<file path="src/hdl/flash_port_pkg.sv">
package flash_port_pkg;
    localparam int REGION_ADDR_BITS = 24;
    localparam int EXT_ADDR_BITS = 2;
    localparam int FULL_ADDR_BITS = REGION_ADDR_BITS + EXT_ADDR_BITS;
    localparam int WAIT_BITS = 5;
    localparam logic [WAIT_BITS-1:0] WAIT_MAX = 5'h13;
    localparam logic [WAIT_BITS-1:0] SETUP_RESET = 5'h02;
    localparam logic [WAIT_BITS-1:0] PULSE_RESET = 5'h0B;
    localparam logic [WAIT_BITS-1:0] HOLD_RESET = 5'h02;
    localparam logic [WAIT_BITS-1:0] ACCESS_RESET = 5'h13;
    localparam logic [1:0] SEL_FIRST = 2'h0;
    localparam logic [1:0] SEL_BOOT = 2'h1;
    localparam logic [1:0] SEL_THIRD = 2'h2;
    typedef enum logic [2:0] {ST_IDLE, ST_SETUP, ST_PULSE, ST_HOLD, ST_READ} phase_type;
endpackage

</file>
<file path="src/hdl/flash_waitstate_port.sv">
`timescale 1ns/1ns
module flash_waitstate_port
    import flash_port_pkg::*;
#(
    parameter int DATA_BITS = 16
)
(
    input wire logic i_clock,
    input wire logic i_rst,
    input wire logic i_req,
    input wire logic i_write,
    input wire logic [flash_port_pkg::FULL_ADDR_BITS-1:0] i_addr,
    input wire logic [1:0] i_select,
    input wire logic [DATA_BITS-1:0] i_wdata,
    input wire logic i_ext_addr_en,
    input wire logic [flash_port_pkg::WAIT_BITS-1:0] i_select_setup_time,
    input wire logic [flash_port_pkg::WAIT_BITS-1:0] i_write_pulse_time,
    input wire logic [flash_port_pkg::WAIT_BITS-1:0] i_select_hold_time,
    input wire logic [flash_port_pkg::WAIT_BITS-1:0] i_read_access_time,
    input wire logic [DATA_BITS-1:0] i_flash_data,
    output logic o_busy,
    output logic o_done,
    output logic [DATA_BITS-1:0] o_rdata,
    output logic o_flash_select_first_n,
    output logic o_flash_select_boot_n,
    output logic o_flash_select_third_n,
    output logic o_write_enable_n,
    output logic o_output_enable_n,
    output logic [flash_port_pkg::REGION_ADDR_BITS-1:0] o_flash_addr,
    output logic [flash_port_pkg::EXT_ADDR_BITS-1:0] o_gpio_addr,
    output logic o_gpio_addr_oe,
    output logic [DATA_BITS-1:0] o_flash_data,
    output logic o_flash_data_oe
);
    import flash_port_pkg::*;

    typedef struct packed {
        phase_type phase;
        logic [WAIT_BITS-1:0] count;
        logic [WAIT_BITS-1:0] setup;
        logic [WAIT_BITS-1:0] pulse;
        logic [WAIT_BITS-1:0] hold;
        logic [WAIT_BITS-1:0] access;
        logic busy;
        logic done;
        logic [DATA_BITS-1:0] rdata;
        logic [2:0] sel_n;
        logic we_n;
        logic oe_n;
        logic [REGION_ADDR_BITS-1:0] addr;
        logic [EXT_ADDR_BITS-1:0] gpio;
        logic gpio_oe;
        logic [DATA_BITS-1:0] wdata;
        logic wdata_oe;
    } state_type;

    state_type state_reg;
    state_type state_next;
    logic [WAIT_BITS-1:0] setup_lim;
    logic [WAIT_BITS-1:0] pulse_lim;
    logic [WAIT_BITS-1:0] hold_lim;
    logic [WAIT_BITS-1:0] access_lim;
    logic [WAIT_BITS-1:0] raw_count [0:3];
    logic [WAIT_BITS-1:0] lim_count [0:3];

    // one clamp per timing input; order is setup, pulse, hold, access
    assign raw_count[0] = i_select_setup_time;
    assign raw_count[1] = i_write_pulse_time;
    assign raw_count[2] = i_select_hold_time;
    assign raw_count[3] = i_read_access_time;

    generate
        for (genvar i = 0; i < 4; i++)
        begin : g_clamp
            wait_clamp wait_clamp_inst
            (
                .i_count(raw_count[i]),
                .o_count(lim_count[i])
            );
        end
    endgenerate

    assign setup_lim = lim_count[0];
    assign pulse_lim = lim_count[1];
    assign hold_lim = lim_count[2];
    assign access_lim = lim_count[3];

    // one-hot active-low select; unused code 3 selects nothing
    function automatic logic [2:0] select_decode(input logic [1:0] sel);
        if (sel == SEL_FIRST)
            select_decode = 3'h6;
        else if (sel == SEL_BOOT)
            select_decode = 3'h5;
        else if (sel == SEL_THIRD)
            select_decode = 3'h3;
        else
            select_decode = 3'h7;
    endfunction

    always_comb
    begin
        state_next = state_reg;
        state_next.done = 1'b0;
        case (state_reg.phase)
            ST_IDLE:
            begin
                state_next.setup = setup_lim;
                state_next.pulse = pulse_lim;
                state_next.hold = hold_lim;
                state_next.access = access_lim;
                if (i_req && select_decode(i_select) != 3'h7)
                begin
                    state_next.busy = 1'b1;
                    state_next.sel_n = select_decode(i_select);
                    state_next.addr = i_addr[REGION_ADDR_BITS-1:0];
                    state_next.gpio_oe = i_ext_addr_en;
                    state_next.gpio = i_ext_addr_en ? i_addr[FULL_ADDR_BITS-1:REGION_ADDR_BITS] : 2'h0;
                    state_next.count = 5'h01;
                    if (i_write)
                    begin
                        state_next.wdata = i_wdata;
                        state_next.wdata_oe = 1'b1;
                        state_next.phase = ST_SETUP;
                    end
                    else
                    begin
                        state_next.oe_n = 1'b0;
                        state_next.phase = ST_READ;
                    end
                end
            end
            ST_SETUP:
            begin
                if (state_reg.count >= state_reg.setup)
                begin
                    state_next.we_n = 1'b0;
                    state_next.count = 5'h01;
                    state_next.phase = ST_PULSE;
                end
                else
                    state_next.count = state_reg.count + 5'h01;
            end
            ST_PULSE:
            begin
                if (state_reg.count >= state_reg.pulse)
                begin
                    state_next.we_n = 1'b1;
                    state_next.count = 5'h01;
                    state_next.phase = ST_HOLD;
                end
                else
                    state_next.count = state_reg.count + 5'h01;
            end
            ST_HOLD:
            begin
                if (state_reg.count >= state_reg.hold)
                begin
                    state_next.sel_n = 3'h7;
                    state_next.wdata_oe = 1'b0;
                    state_next.gpio_oe = 1'b0;
                    state_next.busy = 1'b0;
                    state_next.done = 1'b1;
                    state_next.phase = ST_IDLE;
                end
                else
                    state_next.count = state_reg.count + 5'h01;
            end
            ST_READ:
            begin
                if (state_reg.count >= state_reg.access)
                begin
                    // sample only once the access time has run out
                    state_next.rdata = i_flash_data;
                    state_next.sel_n = 3'h7;
                    state_next.oe_n = 1'b1;
                    state_next.gpio_oe = 1'b0;
                    state_next.busy = 1'b0;
                    state_next.done = 1'b1;
                    state_next.phase = ST_IDLE;
                end
                else
                    state_next.count = state_reg.count + 5'h01;
            end
            default:
                state_next.phase = ST_IDLE;
        endcase
    end

    always_ff @(posedge i_clock or posedge i_rst)
    begin
        if (i_rst)
        begin
            state_reg.phase <= ST_IDLE;
            state_reg.count <= 5'h00;
            state_reg.setup <= SETUP_RESET;
            state_reg.pulse <= PULSE_RESET;
            state_reg.hold <= HOLD_RESET;
            state_reg.access <= ACCESS_RESET;
            state_reg.busy <= 1'b0;
            state_reg.done <= 1'b0;
            state_reg.rdata <= '0;
            state_reg.sel_n <= 3'h7;
            state_reg.we_n <= 1'b1;
            state_reg.oe_n <= 1'b1;
            state_reg.addr <= '0;
            state_reg.gpio <= 2'h0;
            state_reg.gpio_oe <= 1'b0;
            state_reg.wdata <= '0;
            state_reg.wdata_oe <= 1'b0;
        end
        else
            state_reg <= state_next;
    end

    assign o_busy = state_reg.busy;
    assign o_done = state_reg.done;
    assign o_rdata = state_reg.rdata;
    assign o_flash_select_first_n = state_reg.sel_n[0];
    assign o_flash_select_boot_n = state_reg.sel_n[1];
    assign o_flash_select_third_n = state_reg.sel_n[2];
    assign o_write_enable_n = state_reg.we_n;
    assign o_output_enable_n = state_reg.oe_n;
    assign o_flash_addr = state_reg.addr;
    assign o_gpio_addr = state_reg.gpio;
    assign o_gpio_addr_oe = state_reg.gpio_oe;
    assign o_flash_data = state_reg.wdata;
    assign o_flash_data_oe = state_reg.wdata_oe;
endmodule

</file>
<file path="src/hdl/wait_clamp.sv">
`timescale 1ns/1ns
module wait_clamp
    import flash_port_pkg::*;
(
    input wire logic [flash_port_pkg::WAIT_BITS-1:0] i_count,
    output logic [flash_port_pkg::WAIT_BITS-1:0] o_count
);
    always_comb
    begin
        // zero would give no wait at all; above max is unsupported
        if (i_count > WAIT_MAX)
            o_count = WAIT_MAX;
        else if (i_count == 5'h00)
            o_count = 5'h01;
        else
            o_count = i_count;
    end
endmodule
</file>
<file path="config.mk">
export PLATFORM = sky130hd
export DESIGN_NAME = flash_waitstate_port
export DESIGN_NICKNAME = d
export VERILOG_FILES = /design/src/hdl/flash_port_pkg.sv /design/src/hdl/flash_waitstate_port.sv /design/src/hdl/wait_clamp.sv
export SDC_FILE = /design/constraint.sdc
export NUM_CORES = 1
export LEC_CHECK = 0
export ABC_AREA = 0
export BUFFER_PORTS_ARGS = -buffer_cell sky130_fd_sc_hd__buf_4
export CAP_MARGIN = 10
export CORE_MARGIN = 10
export CORE_UTILIZATION = 40
export CTS_BUF_LIST = sky130_fd_sc_hd__clkbuf_16
export DETAILED_ROUTE_END_ITERATION = 8
export GPL_TIMING_DRIVEN = 1
export PLACE_DENSITY = 0.69
export SYNTH_ARGS = -nofsm -noshare
export SYNTH_HDL_FRONTEND = slang
export SYNTH_SLANG_ARGS = --single-unit
</file>
<file path="constraint.sdc">
create_clock -name i_clock -period 2.35 [get_ports i_clock]
set_input_delay 0.1175 -clock i_clock [delete_from_list [all_inputs] [get_ports i_clock]]
set_output_delay 0.1175 -clock i_clock [all_outputs]
set_load 0.03 [all_outputs]
</file>
==> flow_summary.yaml <==
outcome:
  outcome: "finished, final reports clean"
timing:
  worst_pin_slew_ns: 0.5585
  setup_repair_after_global_routing_missed_its_margin: "false"
  setup_viol_count_final: 0
  timing.final.crit_share: 0.9548
  post-route-min-period_ns: 2.244
  setup_skew_after_layout_ns: 0.004014
  max_freq_mhz: 445.7
  final_max_slew_viol_count: 0
  setup-tns-final_ns: 0
  hold_viol_final: 0
  relSlewSlack: 0.6269
finish:
  nets: 720
  regArea_sq_um: 2394
  layout-drive-gt1-share: 0.3958
  antenna-diode-count: 0
  largest_register_ffs: 28
  fillCellCount: 977
  area_growth_syn_to_layout_pct: 35.76
  layout.core_utilization: 0.5619
  final_area_sq_um: 6499
  multi_input_area_sq_um: 1914
power_and_ir_drop:
  power_per_cell_area_nw_per_um2: 1392
  vdd_drop_max_uv: 454.9
  power_leakage_uw: 0.003217
synthesis:
  synth_enable_flop_cells: 0
  yosysWarningCount: 0
  post_synth_main_area_contributors: "dfrtp_1 (43%), buf_4 (9.1%), mux2_2 (8.2%)"
  postSynthCellCount: 469
  postSynthNetCount: 575
  syn-cell-area_sq_um: 4787
  synth-seq-area-share: 0.5000
  yosys.cell_types.count: 45
  register_bit_count_reported_by_yosys: 95
  ys_async_sr_fraction: 1.000
  yosys.area.top_type_share: 0.4286
  yosysTopAreaCell: "dfrtp_1"
  synth_flop_cell: "dfrtp_1"
  avgSynthCellArea_sq_um: 10.21
setup_path:
  path_delay_family: "compound AO/OA/AOI/OAI gates"
  reg2reg_setup_slack_ns: 0.11
  series_of_cell_instances_along_the_critical_path: "inv_1 -> ha_4 -> and2_0 -> o21a_1 -> a41oi_4 -> o2111ai_4 -> o21bai_4 -> a22o_1"
  worstPathRequired_ns: 2.58
  worstReg2RegStart: "state_reg[71]"
  crit_slowest_cell: "dfstp_2"
  critical_path.max_fanout: 6
  path_buf_inv: 1
  cp.arrival_ns: 2.48
  cp-startpoint: "state_reg[71]"
  worstSetupStartpointType: "register"
  setup.worst_path.end_class: "register"
  worst-setup-path-type: "register to register"
  cp_slowest_stage_delay_ns: 0.52
place:
  place_hpwl_mm: 9.287
  io_buffer_count: 151
  post_dp_cell_area_sq_um: 5713
  finalWeightedCongestion: 0.8431
cts:
  tritoncts.num_buffers: 9
  cts_root_buf: "clkbuf_16"
  cts_sinks: 95
  clk_path_buf_depth: 2
  clock_tree_from_tritoncts: "built"
  htree_levels: 3
  clock_insertion_delay_worst_skew_ns: 0.34
  worst_setup_hold_path_clk_slew_ns: 0.06
floorplan:
  row_count: 39
  ioPinCount: 152
  floorplan.die_area_sq_um: 16740
  core_area_sq_um: 11560
  initial_utilization: 0.4139
  chipWidth_microns: 129.4
  floorplan.die.height_microns: 129.4
drt:
  post_drt_wl_per_cell_microns: 16.03
  routed_wl_mm: 12.21
  drt_pass1_iterations: 4
  drt-initial-drc-count: 189
  route.detailed.vias_per_inst: 4.857
  detailroute.via_count: 3701
  final_antenna_net_count: 0
  drc_errors: 0
global_routing:
  first_global_vias: 3915
  grt_antenna_before_repair: 0
  gr-usage-all-layers: 0.1458
  grt_first_pass_wirelength_mm: 19.44
  grt_start_max_net_pins: 42
  grt_overflow_total: 0
run:
  timing.max_cap.violations: 0
worst_hold_path:
  hold_path_class: "input port to register"
  hold_start: "i_wdata[3]"
metal layers:
metal,GRT usage,wire (microns),vias to the layer above
met5,0,0,-
met4,0.05552,169,0
met3,0.04241,1089,15
met2,0.2467,5897,121
met1,0.1717,5055,1753
li1,-,-,1812
worst paths after layout:
| path | end | cells past startpoint |
|---|---|---|
| max in group asynchronous | o_flash_addr[11] | 4 |
| hold / removal | o_flash_data[3] | 2 |
| setup / recovery | state_reg[89] | 8 |
| min in group asynchronous | o_flash_data[0] | 3 |
| hold reg to reg | o_flash_addr[23] | 2 |
| setup reg to reg | state_reg[89] | 8 |
power by group:
part / internal, uW / total (uW) / switching (uW)
Clock: 807 / 1390 / 583
Sequential: 2450 / 2900 / 445
Combinational: 1950 / 4760 / 2810
Total: 5210 / 9050 / 3840
final cells by class:
| class | count | share of cell area |
|---|---|---|
| Clock buffer | 9 | 0.03466 |
| Multi-Input combinational cell | 281 | 0.2946 |
| Clock inverter | 7 | 0.008856 |
| Sequential cell | 95 | 0.3683 |
| Tap cell | 143 | 0.02753 |
| Inverter | 23 | 0.01386 |
| Timing Repair Buffer | 204 | 0.2522 |
worst reg2reg max path, stage by stage, from the launching register on:
cell and delay [ns]:
dfstp_2 0.52, inv_1 0.06, ha_4 0.23, and2_0 0.16
o21a_1 0.22, a41oi_4 0.28, o2111ai_4 0.22, o21bai_4 0.22
a22o_1 0.23
what timing repair did:
action / in CTS / in global routing
buffers inserted: 1 / 3
endpoints found under the setup margin: 6 / 17
pin swaps: 2 / 7
hold endpoints to repair: 52 / 1
hold buffers: 37 / 1
resized for setup: 6 / 10
cells in the mapped netlist (2+ instances only):
cell type	n
nor3_1	9
mux2_2	35
nand3_1	4
a21oi_1	12
dfrtp_1	82
nand2b_1	3
nand3b_1	8
inv_1	23
dfstp_2	13
a21o_1	2
buf_4	58
buf_2	4
a311oi_1	3
o21ai_0	25
a41oi_2	2
nor2_1	14
nor2_2	3
a22o_1	3
nor2b_1	4
ha_1	21
and2_0	2
o21a_1	5
nand2_1	101
a221o_2	2
nor4_1	4
o211ai_1	2
clkbuf_1	7
kinds of logic after synthesis:
group / synth area share
DFF: 0.5000
and+or+nand+nor: 0.1443
buffers and inverters: 0.1194
muxes: 0.08442
AOI/OAI and AO/OA: 0.09697
adders and majority gates: 0.05489
metrics by stage:
step | hold slack, ns | setup WS, ns | cells | total power, uW
2_1_floorplan | 0.2229 | 0.2141 | 469 | 6386
3_5_place_dp | 0.2166 | -0.07095 | 704 | 7375
6_report | 0.008408 | 0.1062 | 762 | 9049
3_3_place_gp | 0.2115 | 0.1061 | 704 | 7206
4_1_cts | 0.00007067 | 0.003868 | 758 | 8942
5_1_grt | 0.006164 | 0.008847 | 762 | 9685
layout by cell type, fill, tap and decap left out, types with 3 or more instances in the layout:
cell type	count
nor4_1	4
dfstp_2	13
nor3_1	9
nand3b_1	8
mux2_2	35
o21a_1	5
nand2_1	101
nor2b_1	4
buf_4	165
a22o_1	3
nand2b_1	3
ha_1	20
dlygate4sd3_1	38
inv_1	24
o21ai_0	22
dfrtp_1	82
nand3_1	4
nor2_1	14
a21oi_1	12
clkbuf_16	9
Power figures use the tool's default switching activity.
